<file path="src/hw/cfg_defs.svh">
// Port addresses, key values, field positions and power-up defaults of the configuration block
`ifndef CFG_DEFS_SVH
`define CFG_DEFS_SVH

// Host I/O ports, full ten-bit decode
`define CFG_PORT_INDEX   10'h3F0
`define CFG_PORT_DATA    10'h3F1

// Key and exit values written to the index port
`define CFG_KEY_MAIN     8'h55
`define CFG_KEY_ALT      8'h44
`define CFG_EXIT_KEY     8'hAA

// Index field: only values 00-0F select a register
`define CFG_IDX_HI_MSB   7
`define CFG_IDX_HI_LSB   4
`define CFG_IDX_MSB      3

// Register slots
`define CFG_NUM_STORED   12
`define CFG_IDX_RSVD_B   4'hB
`define CFG_IDX_RSVD_C   4'hC
`define CFG_IDX_ID       4'hD
`define CFG_IDX_REV      4'hE
`define CFG_IDX_TEST     4'hF

// Power-up defaults of the stored registers, slot 0 to slot B
`define CFG_RST_0        8'h3B
`define CFG_RST_1        8'h9F
`define CFG_RST_2        8'hDC
`define CFG_RST_3        8'h78
`define CFG_RST_4        8'h00
`define CFG_RST_5        8'h00
`define CFG_RST_6        8'hFF
`define CFG_RST_7        8'h00
`define CFG_RST_8        8'h00
`define CFG_RST_9        8'h00
`define CFG_RST_A        8'h00
`define CFG_RST_B        8'h00

// Read value of reserved and test slots
`define CFG_RSVD_READ    8'h00

`endif

</file>
<file path="src/hw/cfg_pkg.sv">
// Types shared by the configuration access logic
package cfg_pkg;

  typedef logic [7:0] byte_t;

  typedef enum logic [0:0] {
    KEY_IDLE  = 1'b0,
    KEY_ARMED = 1'b1
  } key_state_e;

  typedef enum logic [0:0] {
    MODE_OUT = 1'b0,
    MODE_IN  = 1'b1
  } mode_e;

  typedef struct packed {
    key_state_e st;
  } key_s;

  typedef struct packed {
    mode_e      mode;
    logic       idx_valid;
    logic [3:0] idx;
    byte_t      rdata;
    logic       rvalid;
  } ctl_s;

  typedef struct packed {
    logic [11:0][7:0] r;
  } cfg_s;

endpackage

</file>
<file path="src/hw/config_mode_register_access.sv">
// Keyed configuration mode with index and data ports for sixteen configuration registers
//
// What this block and its host do
// Two back-to-back 55H writes to 3F0H unlock
// Any other write between keys aborts unlock
// Host masks interrupts during the key pair
// In mode, 3F0H write loads index 0-F
// In mode, 3F1H accesses the selected register
// AAH written to 3F0H leaves the mode
// Index must be loaded before data access
// Registers default at power-up, not on reset
// Second variant uses key 44H instead
// Outside mode, ports change no register state
// Identity read-only; reserved and test ignore writes
`timescale 1ns/1ps
`include "cfg_defs.svh"

module config_mode_register_access #(
  parameter bit         ALT_KEY_VARIANT = 1'b0,
  parameter logic [7:0] ID_CODE         = 8'h5A, // Arbitrary value
  parameter logic [7:0] REV_CODE        = 8'h03  // Arbitrary value
) (
  // Clock and resets
  input  wire logic        clk,
  input  wire logic        rst_n,
  input  wire logic        por_n,
  // Host I/O cycle, one-cycle strobes
  input  wire logic [9:0]  io_addr,
  input  wire logic [7:0]  io_wdata,
  input  wire logic        io_wr,
  input  wire logic        io_rd,
  // Read answer
  output logic [7:0]       io_rdata,
  output logic             io_rdata_valid,
  output logic             io_claim,
  // Mode and register contents
  output logic             config_mode,
  output logic [11:0][7:0] configuration_registers
);

  localparam logic [7:0] UNLOCK_KEY = ALT_KEY_VARIANT ? `CFG_KEY_ALT : `CFG_KEY_MAIN;

  // Power-up image of the stored registers, slot 0 in the low byte
  localparam logic [11:0][7:0] CFG_DEFAULTS = {
    `CFG_RST_B, `CFG_RST_A, `CFG_RST_9, `CFG_RST_8,
    `CFG_RST_7, `CFG_RST_6, `CFG_RST_5, `CFG_RST_4,
    `CFG_RST_3, `CFG_RST_2, `CFG_RST_1, `CFG_RST_0
  };

  // Full address compare, shared by both port decoders
  function automatic logic is_port(input logic [9:0] addr, input logic [9:0] port);
    is_port = (addr == port);
  endfunction

  // Read mux over stored, identity and reserved slots
  function automatic logic [7:0] read_value(input logic [3:0] idx,
                                            input logic [11:0][7:0] r);
    logic [7:0] v;
    v = `CFG_RSVD_READ;
    case (idx)
      `CFG_IDX_RSVD_B: v = `CFG_RSVD_READ;
      `CFG_IDX_RSVD_C: v = `CFG_RSVD_READ;
      `CFG_IDX_ID:     v = ID_CODE;
      `CFG_IDX_REV:    v = REV_CODE;
      `CFG_IDX_TEST:   v = `CFG_RSVD_READ;
      default:         v = r[idx];
    endcase
    read_value = v;
  endfunction

  cfg_pkg::ctl_s c;
  cfg_pkg::ctl_s next_c;
  cfg_pkg::cfg_s f;
  cfg_pkg::cfg_s next_f;

  logic                          hit_idx;
  logic                          hit_dat;
  logic                          enter;
  logic                          cfg_wr;
  logic [`CFG_NUM_STORED-1:0]    wr_en;

  // Port decode
  assign hit_idx = is_port(io_addr, `CFG_PORT_INDEX);
  assign hit_dat = is_port(io_addr, `CFG_PORT_DATA);

  // Key sequence lives apart so it can watch every host write
  cfg_key_detect #(
    .KEY      (UNLOCK_KEY)
  ) u_key (
    .clk      (clk),
    .rst_n    (rst_n),
    .io_wr    (io_wr),
    .io_addr  (io_addr),
    .io_wdata (io_wdata),
    .in_cfg   (config_mode),
    .enter    (enter)
  );

  // Data port write, only with a loaded index inside the mode
  assign cfg_wr = (c.mode == cfg_pkg::MODE_IN) && io_wr && hit_dat && c.idx_valid;

  // One write enable per stored slot; reserved slot B keeps its power-up value
  genvar g;
  generate
    for (g = 0; g < `CFG_NUM_STORED; g++) begin : gen_wr_en
      assign wr_en[g] = cfg_wr && (c.idx == 4'(g)) && (4'(g) != `CFG_IDX_RSVD_B);
    end
  endgenerate

  // Mode, index and read answer
  always_comb begin
    next_c        = c;
    next_c.rvalid = 1'b0;
    case (c.mode)
      cfg_pkg::MODE_OUT: begin
        if (enter) begin
          next_c.mode      = cfg_pkg::MODE_IN;
          next_c.idx_valid = 1'b0;
        end
      end
      cfg_pkg::MODE_IN: begin
        if (io_wr && hit_idx) begin
          if (io_wdata == `CFG_EXIT_KEY) begin
            next_c.mode      = cfg_pkg::MODE_OUT;
            next_c.idx_valid = 1'b0;
          end else if (io_wdata[`CFG_IDX_HI_MSB:`CFG_IDX_HI_LSB] == 4'h0) begin
            next_c.idx       = io_wdata[`CFG_IDX_MSB:0];
            next_c.idx_valid = 1'b1;
          end
        end else if (io_rd && hit_dat && c.idx_valid) begin
          next_c.rdata  = read_value(c.idx, f.r);
          next_c.rvalid = 1'b1;
        end
      end
      default: begin
        next_c.mode = cfg_pkg::MODE_OUT;
      end
    endcase
  end

  // Stored registers; identity, reserved slot C and test slots hold nothing, reserved slot B only its power-up value
  always_comb begin
    next_f = f;
    for (int i = 0; i < `CFG_NUM_STORED; i++) begin
      if (wr_en[i]) begin
        next_f.r[i] = io_wdata;
      end
    end
  end

  // Ordinary reset drops the mode, index and read answer only
  always_ff @(posedge clk or negedge rst_n) begin
    if (!rst_n) begin
      c <= '{mode: cfg_pkg::MODE_OUT, idx_valid: 1'b0, idx: 4'h0,
             rdata: 8'h00, rvalid: 1'b0};
    end else begin
      c <= next_c;
    end
  end

  // Power-up only: contents must survive an ordinary reset
  always_ff @(posedge clk or negedge por_n) begin
    if (!por_n) begin
      f.r <= CFG_DEFAULTS;
    end else begin
      f <= next_f;
    end
  end

  // Outputs; claim tells the other decoders to keep off this cycle
  assign config_mode             = (c.mode == cfg_pkg::MODE_IN);
  assign io_rdata                = c.rdata;
  assign io_rdata_valid          = c.rvalid;
  assign io_claim                = config_mode && (hit_idx || hit_dat) && (io_wr || io_rd);
  assign configuration_registers = f.r;
endmodule

</file>
<file path="src/hw/cfg_key_detect.sv">
// Detector for the two back-to-back key writes that unlock configuration mode
`timescale 1ns/1ps
`include "cfg_defs.svh"

module cfg_key_detect #(
  parameter logic [7:0] KEY = `CFG_KEY_MAIN
) (
  // Clock and reset
  input  wire logic       clk,
  input  wire logic       rst_n,
  // Host write strobe
  input  wire logic       io_wr,
  input  wire logic [9:0] io_addr,
  input  wire logic [7:0] io_wdata,
  // Mode status and unlock pulse
  input  wire logic       in_cfg,
  output logic            enter
);

  cfg_pkg::key_s s;
  cfg_pkg::key_s next_s;

  // First key arms, second key unlocks, anything else written disarms
  always_comb begin
    next_s = s;
    enter  = 1'b0;
    if (in_cfg) begin
      next_s.st = cfg_pkg::KEY_IDLE;
    end else if (io_wr) begin
      if (io_addr == `CFG_PORT_INDEX && io_wdata == KEY) begin
        case (s.st)
          cfg_pkg::KEY_IDLE: begin
            next_s.st = cfg_pkg::KEY_ARMED;
          end
          cfg_pkg::KEY_ARMED: begin
            enter     = 1'b1;
            next_s.st = cfg_pkg::KEY_IDLE;
          end
          default: begin
            next_s.st = cfg_pkg::KEY_IDLE;
          end
        endcase
      end else begin
        next_s.st = cfg_pkg::KEY_IDLE;
      end
    end
  end

  // Reads leave the arming alone; only writes break the pair
  always_ff @(posedge clk or negedge rst_n) begin
    if (!rst_n) begin
      s <= '{st: cfg_pkg::KEY_IDLE};
    end else begin
      s <= next_s;
    end
  end

endmodule

</file>
<file path="config.mk">
export PLATFORM = sky130hd
export DESIGN_NAME = config_mode_register_access
export DESIGN_NICKNAME = d
export VERILOG_FILES = /design/src/hw/cfg_pkg.sv /design/src/hw/config_mode_register_access.sv /design/src/hw/cfg_key_detect.sv
export VERILOG_INCLUDE_DIRS = /design/src /design/src/hw
export SDC_FILE = /design/constraint.sdc
export NUM_CORES = 1
export LEC_CHECK = 0
export BUFFER_PORTS_ARGS = -buffer_cell sky130_fd_sc_hd__buf_4
export CAP_MARGIN = 20
export CORE_ASPECT_RATIO = 1.2
export CORE_MARGIN = 1
export CORE_UTILIZATION = 25
export DETAILED_ROUTE_END_ITERATION = 16
export SLEW_MARGIN = 15
export SYNTH_ARGS = -nofsm -noshare
export SYNTH_HDL_FRONTEND = slang
export SYNTH_HIERARCHICAL = 1
export SYNTH_SLANG_ARGS = --single-unit
</file>
<file path="constraint.sdc">
create_clock -name clk -period 4.2 [get_ports clk]
set_input_delay 0.84 -clock clk [delete_from_list [all_inputs] [get_ports clk]]
set_output_delay 0.84 -clock clk [all_outputs]
set_load 0.02 [all_outputs]
</file>
After elaboration in Yosys (flattened, before gate mapping)
Index checks and enable logic that the tools add are counted.

storage, ports and cells
  flip-flop bits (word level) = 104
  output and inout bits = 107

operators by class
  eq/ne operators = 22
  magnitude comparators = 1
  mux-type cells = 21
  bitwise logic cells = 4
  reductions and logical operators = 29

operator list
  kind                                                                      count
  8-bit binary-select mux with 4-bit select                                 1
  4-bit equality test (second input constant)                               8
  8-bit case mux with 3 select lines                                        1
  10-bit equality test (second input constant)                              2
  1-bit logical AND                                                         20
  4-bit by 3-bit equality test with 1-bit output (second input constant)    4
  1-bit two-way mux                                                         12
  4-bit by 2-bit equality test with 1-bit output (second input constant)    2
  8-bit by 7-bit equality test with 1-bit output (second input constant)    1
  8-bit equality test (second input constant)                               1
  4-bit logical NOT                                                         2
  8-bit two-way mux                                                         1
  6-bit two-way mux                                                         1
  3-bit AND reduction                                                       2
  4-bit by 5-bit < comparator with 1-bit output (second input constant)     1
  5-bit two-way mux                                                         1
  4-bit by 1-bit equality test with 1-bit output (second input constant)    1
  4-bit two-way mux                                                         1
  1-bit inverter                                                            4
  2-bit case mux with 2 select lines                                        1
  4-bit AND reduction                                                       1
  3-bit by 1-bit inequality test with 1-bit output (second input constant)  1
  3-bit OR reduction                                                        1
  1-bit logical OR                                                          2
  5 further kinds                                                           5

Logic depth before layout (Yosys ltp)
Gate-level depths: netlist (run 1).

  word-level depth = 7
  mapped depth = 7
  depth with buffers taken out = 6

Hierarchy
Netlist (run 1), hierarchy kept.

modules (own cells, without submodules)
  module                       instances  cells an instance  area each (um^2)
  config_mode_register_access  1          360                5086.1
  cfg_key_detect               1          11                 118.9

Least setup slack after synthesis (run 1)
OpenSTA, ideal clock, no wires.

  path kind = input-to-output
  start point = in io_addr[7]
  end point = out io_claim
  setup slack = 1.682 ns
  data arrival time = 1.678 ns
  required time = 3.360 ns
  buffers on the path = 0
  stages on the path = 3
  cells stage by stage = nand4_1 > or2_2 > nor2_1

on the way
  word-level cells in the longest chain between the ends = 4

RTL lines
  what                               RTL line                            source
  start, declared                    config_mode_register_access.sv:28   input wire logic [9:0] io_addr,
  10-bit equality test               config_mode_register_access.sv:52   is_port = (addr == port);
  1-bit logical OR *                 config_mode_register_access.sv:174  assign io_claim = config_mode && (hit_idx || hit_dat) && (io_wr || io_rd);
  1-bit logical AND * (2 in series)  config_mode_register_access.sv:174
  end, declared                      config_mode_register_access.sv:35   output logic io_claim,

Mark *: on every way between the ends. The rest lies on a longest branch, timed or not.

Worst setup path after layout (run 1)
  start point = in io_addr[1]
  end point = reg f, in the netlist configuration_registers[66]

on the way
  word-level cells in the longest chain between the ends = 4

RTL lines
  what                             RTL line                            source
  10-bit equality test             config_mode_register_access.sv:52
  1-bit logical AND (2 in series)  config_mode_register_access.sv:100  assign cfg_wr = (c.mode == cfg_pkg::MODE_IN) && io_wr && hit_dat && c.idx_valid;
  1-bit logical AND                config_mode_register_access.sv:106  assign wr_en[g] = cfg_wr && (c.idx == 4'(g)) && (4'(g) != `CFG_IDX_RSVD_B);
  end signal, assigned             config_mode_register_access.sv:166  f <= next_f;
  end, declared                    config_mode_register_access.sv:73   cfg_pkg::cfg_s f;

No other way between the ends.
A chain may end at the register's enable or synchronous reset.

==> summary.md, run 1 <==
| Metric | Value |
|---|---|
| Status | complete, no violations |
| RSZ-0062 raised after global routing | false |
| Maxcap violations | 0 |
| First-pass detailed-route iteration total | 4 |
| Clock sink count | 104 |
| Inst Count DP | 731 |
| Synth top area share | 0.365 |
| Clk root buf | clkbuf_16 |
| Setup violators final | 0 |
| Worst hold path type | input pin to async pin |
| Worst-path maximum fanout | 8 |
| WL per Instance | 21.2 um |
| Slew Limit Fails | 0 |
| Vias | 3631 |
| H-tree levels | 3 |
| Initial Util | 0.256 |
| TritonCTS Buffers | 9 |
| Synth Cell Area | 5200 um2 |
| Leak pwr | 3.09 nW |
| Antenna cells | 0 |
| Syn-to-layout area delta | 26.6% |
| Die extent in x | 134 um |
| Post-CTS Setup Bufs | 0 |
| NumNets Final | 500 |
| Largest net degree at the start of global routing | 74 |
| Total routed wirelength | 15.8 mm |
| VDD IR max | 207 uV |
| Synth area leaders | dfrtp_1 37%, mux2_2 22%, dfstp_2 14% |
| Worst path top cell family by delay | simple AND/OR/NAND/NOR gates |
| Synthesized area per cell | 14.0 um2 |
| Slew @ Worst Pin | 1100 ps |
| Worst-Skew Late Latency | 350 ps |
| Starting DRT DRC Count | 156 |
| Post_cts resized | 0 |
| Utilization after layout | 0.324 |
| CTS tree | done |
| CP endpoint kind | flip-flop |
| Register bit total from synthesis | 104 |
| Fin crit period | 2690 ps |
| Slowest cell on crit path | nor4_4 |
| R2r startpoint | c[9] |
| Highest clock rate | 372 MHz |
| Reg2Reg Depth | 5 |
| Worst path bufs/invs | 2 |
| Final GP Congestion | 0.791 |
| Max stage delay on crit path | 620 ps |
| Crit Path Category | input pin to flip-flop |
| Worst R2R End | io_rdata[2] |
| Clock Pin Slew Worst Setup and Hold Paths | 70 ps |
| Synth Flop Type | dfrtp_1 |
| PwrDens | 293 nW/um2 |
| CP Launch Type | input pin |
| Synthesized instance count | 371 |
| YS warnings | 6 |
| Rows | 57 |
| Library cells used by synthesis | 51 |
| Crit path launch | io_addr[1] |
| Port bufs | 121 |
| Critical path arrival | 2920 ps |
| All-layer global routing usage | 0.153 |
| Antenna violations before repair | 0 |
| Die Y | 160 um |
| Async set-reset flop share out of synthesis | 1.00 |
| Final hold violation count | 0 |
| Critical Path Stages | 6 |
| IO Pins | 130 |
| First-pass GRT wire length | 24.2 mm |
| Cts hold-fix bufs | 0 |
| # DRC | 0 |
| Number of global-route vias before repair | 3773 |
| Slew headroom | 0.264 |
| Routed Antenna Nets | 0 |
| Area of the core | 20300 um2 |
| CP endpoint | configuration_registers[66] |
| Most frequent cells in the layout | 127 x buf_4, 100 x mux2_2, 76 x dfrtp_1 |
| DP Wirelength | 11.5 mm |
| Commonest non-fill, non-tap cell in the layout | buf_4 |
| Setup Skew | 4.37 ps |
| Register area share after synthesis | 0.507 |
| Period utilization | 0.640 |
| Final setup TNS | 0 ps |
| Layout cells sized above 1 | 0.633 |
| CP cell instances | buf_4 > or3_4 > nor4_4 > buf_4 > nand3_4 > mux2_2 |
| EDFF count, synth | 0 |
| Grt total ovfl | 0 |
| Full die area | 21400 um2 |
| Bufs on Longest Clock Path | 2 |
| Req. time, crit path | 4430 ps |
| Reg2reg setup slack | 1560 ps |
| Crit path top cell by count | buf_4 |
| Yosys top cell by area | dfrtp_1 |
| Non-Filler Instances | 747 |
| Vias per cell | 4.86 |
==> flip-flops by register name, indices dropped and copies added, names as in the netlist <==
name	flops
configuration_registers	88
io_rdata	8
c	5
config_mode	1
io_rdata_valid	1
u_key/s	1
==> final cells by class <==
type / count / area (um2)
clock buffer: 13 / 260
clock inverter: 3 / 40.0
inverter: 3 / 11.3
sequential: 104 / 2640
timing repair buffer: 127 / 953
fill: 2014 / 13700
multi-input combinational: 232 / 2350
tap: 265 / 332
==> stage by stage <==
step | hold WS, ps | total power, mW | setup WS, ps | instance area (um2)
after detailed placement | 477 | 1.09 | 1150 | 6290
after floorplan | 457 | 1.05 | 1680 | 5230
after global routing | 352 | 2.01 | 1350 | 6590
final | 345 | 1.93 | 1510 | 6590
after CTS | 346 | 1.96 | 1520 | 6590
after global placement | 475 | 1.09 | 1230 | 6290
==> routing by layer <==
metal  GRT usage  vias to the layer above  share of wire
li1            -                     1584              -
met1       0.192                     1886           0.42
met2       0.258                      143           0.51
met3      0.0362                       18          0.054
met4      0.0444                        0          0.017
met5           0                        -              0
==> synth_stat cells (3+ instances only) <==
library cell,n
nor2b_1,3
nor2_1,12
dfstp_2,28
nor3_1,5
nand3_1,10
buf_4,18
nand3_4,9
o2111ai_1,5
buf_2,5
nand2b_1,7
mux2_2,100
mux4_2,14
a31oi_1,3
nand4_1,7
a21oi_1,3
dfrtp_1,76
or2_2,3
a22oi_1,3
a221o_1,3
clkbuf_1,13
o21ai_0,5
==> kinds of logic after synthesis <==
group / count (synthesis) / share of synthesized area
compound gates: 32 / 0.0457
other cells: 1 / 0.000720
simple gates: 75 / 0.116
mux: 117 / 0.284
buf+inv: 42 / 0.0474
flops: 104 / 0.507
==> worst min path at each step <==
stage	start	endpoint	slack (ps)	depth (start not counted)
after detailed placement	io_rdata[7]	io_rdata[7]	480	2
after CTS	rst_n	io_rdata_valid	350	1
final	rst_n	io_rdata_valid	350	1
after global routing	rst_n	io_rdata_valid	350	1
after global placement	io_rdata[7]	io_rdata[7]	470	2
after floorplan	io_rdata[1]	io_rdata[1]	460	2
==> where the power goes <==
part	switching [mW]	internal, mW	total (mW)
registers	0.0000000532	1.00	1.00
clock network	0.361	0.493	0.854
logic	0.0525	0.0184	0.0709
total	0.413	1.51	1.93
No activity file was read; power rests on OpenSTA's default activity.
==> run 2: changes to the inputs <==
==> constraint.sdc (replaced) <==
create_clock -name clk -period 2.7 [get_ports clk]
set_input_delay 0.54 -clock clk [delete_from_list [all_inputs] [get_ports clk]]
set_output_delay 0.54 -clock clk [all_outputs]
set_load 0.02 [all_outputs]
==> summary.md, run 2 (same netlist as run 1, synthesis figures left out) <==
| Metric | Value |
|---|---|
| CP Launch Type | flip-flop |
| Reg2Reg Depth | 4 (-1) |
| Port bufs | 121 (unchanged) |
| Clock sink count | 104 (unchanged) |
| First-pass GRT wire length | 24.6 mm (+1.6%) |
| Layout cells sized above 1 | 0.639 (+0.00656) |
| Slew Limit Fails | 0 (unchanged) |
| Setup Skew | 16.0 ps (+11.7 ps) |
| RSZ-0062 raised after global routing | false |
| Post-CTS Setup Bufs | 0 (unchanged) |
| Grt total ovfl | 0 (unchanged) |
| Cts hold-fix bufs | 0 (unchanged) |
| Maxcap violations | 0 (unchanged) |
| Die extent in x | 134 um (unchanged) |
| CTS tree | done |
| VDD IR max | 282 uV (+37%) |
| NumNets Final | 506 (+1.2%) |
| Setup Slack @ Placement | 224 ps (-925 ps) |
| Worst hold path type | input pin to async pin |
| WL per Instance | 21.2 um (about the same) |
| Worst R2R End | configuration_registers[77] |
| Final hold slack | 40.1 ps (-305 ps) |
| R2r startpoint | c[12] |
| Req. time, crit path | 2940 ps (-1490 ps) |
| All-layer global routing usage | 0.155 (+0.00161) |
| Worst-path maximum fanout | 12 (+4) |
| Antenna violations before repair | 0 (unchanged) |
| Final hold violation count | 0 (unchanged) |
| Slew headroom | 0.532 (+0.268) |
| Status | complete, no violations |
| H-tree levels | 3 (unchanged) |
| Commonest non-fill, non-tap cell in the layout | buf_4 |
| First-pass detailed-route iteration total | 4 (unchanged) |
| Highest clock rate | 447 MHz |
| Fin crit period | 2240 ps |
| Die Y | 160 um (unchanged) |
| Crit Path Category | flip-flop to flip-flop |
| CP endpoint kind | flip-flop |
| Most frequent cells in the layout | 132 x buf_4, 100 x mux2_2, 76 x dfrtp_1 |
| IO Pins | 130 (unchanged) |
| Setup violators final | 0 (unchanged) |
| Setup WS post-layout | 464 ps (-1050 ps) |
| Final setup TNS | 0 ps (unchanged) |
| Bufs on Longest Clock Path | 2 (unchanged) |
| Leak pwr | 3.12 nW (+0.88%) |
| Full die area | 21400 um2 (unchanged) |
| Rows | 57 (unchanged) |
| Worst-Skew Late Latency | 360 ps (about the same) |
| # DRC | 0 (unchanged) |
| Reg2reg setup slack | 460 ps (-1100 ps) |
| Antenna cells | 0 (unchanged) |
| Clock Pin Slew Worst Setup and Hold Paths | 80 ps (about the same) |
| TritonCTS Buffers | 9 (unchanged) |
| Clk root buf | clkbuf_16 |
| Number of global-route vias before repair | 3943 (+4.5%) |
| Starting DRT DRC Count | 195 (+25%) |
| Max reg flops | 88 (unchanged) |
| Syn-to-layout area delta | 27.6% |
| Initial Util | 0.256 (unchanged) |
| PwrDens | 453 nW/um2 (+55%) |
| DP Wirelength | 11.7 mm (+1.3%) |
| Final GP Congestion | 0.841 (+6.4%) |
| Vias | 3584 (-1.3%) |
| Period utilization | 0.828 |
| Total routed wirelength | 15.9 mm (+0.72%) |
| Vias per cell | 4.76 (-2.1%) |
| Area of the core | 20300 um2 (unchanged) |
| Utilization after layout | 0.327 (+0.00265) |
| Largest net degree at the start of global routing | 55 (-26%) |
| Slew @ Worst Pin | 702 ps (-400 ps) |
| Post_cts resized | 0 (unchanged) |
| Routed Antenna Nets | 0 (unchanged) |
| Critical path arrival | 2470 ps (-450 ps) |
| PnR Total Power | 3.01 mW (+56%) |
-- run 2: changes by cell type in the layout (fill, tap and decap cells not counted) --
| cell | before | now |
|---|---|---|
| buf_4 | 127 | 132 |
| clkbuf_8 | 2 | 0 |
| clkinvlp_4 | 0 | 2 |
| inv_6 | 0 | 2 |
| buf_12 | 0 | 1 |
| clkbuf_1 | 2 | 1 |
| clkinv_2 | 2 | 1 |
-- run 2: worst max path at each step --
stage                     startpoint                          end  slack, ps  cells past startpoint
after detailed placement  io_addr[1]  configuration_registers[24]        220                      6
after CTS                      c[12]  configuration_registers[77]        460                      4
after global placement    io_addr[1]  configuration_registers[62]        280                      6
final                          c[12]  configuration_registers[77]        460                      4
after global routing           c[12]  configuration_registers[77]        390                      4
after floorplan           io_addr[1]  configuration_registers[62]        650                      5
-- run 2: routing by layer --
metal,wire (um),part of all wire,global-route usage
met5,0,0,0
met4,248,0.016,0.0542
met3,940,0.059,0.0340
met2,8010,0.50,0.260
met1,6740,0.42,0.194
-- run 2: critical path, cell delays in order (launching register included) --
cell and delay [ps]:
dfrtp_1 580, clkinv_1 370, nor2_1 510, nand3_4 290, mux2_2 350
-- run 2: cell type report --
type | instances | area, um2
clock buffer | 10 | 229
clock inverter | 6 | 67.6
fill | 1984 | 13700
inverter | 3 | 11.3
multi-input combinational | 232 | 2350
sequential | 104 | 2640
tap | 265 | 332
timing repair buffer | 133 | 1010
-- run 2: power breakdown --
part / internal [mW] / switching (mW) / total (mW)
combinational: 0.0307 / 0.0841 / 0.115
sequential: 1.56 / 0.0000000671 / 1.56
clock: 0.725 / 0.607 / 1.33
-- run 2: stage by stage --
step | cell area (um2) | instances
floorplan | 5230 | 378
global placement | 6340 | 737
detailed placement | 6340 | 737
CTS | 6640 | 753
global route | 6640 | 753
finish | 6640 | 753
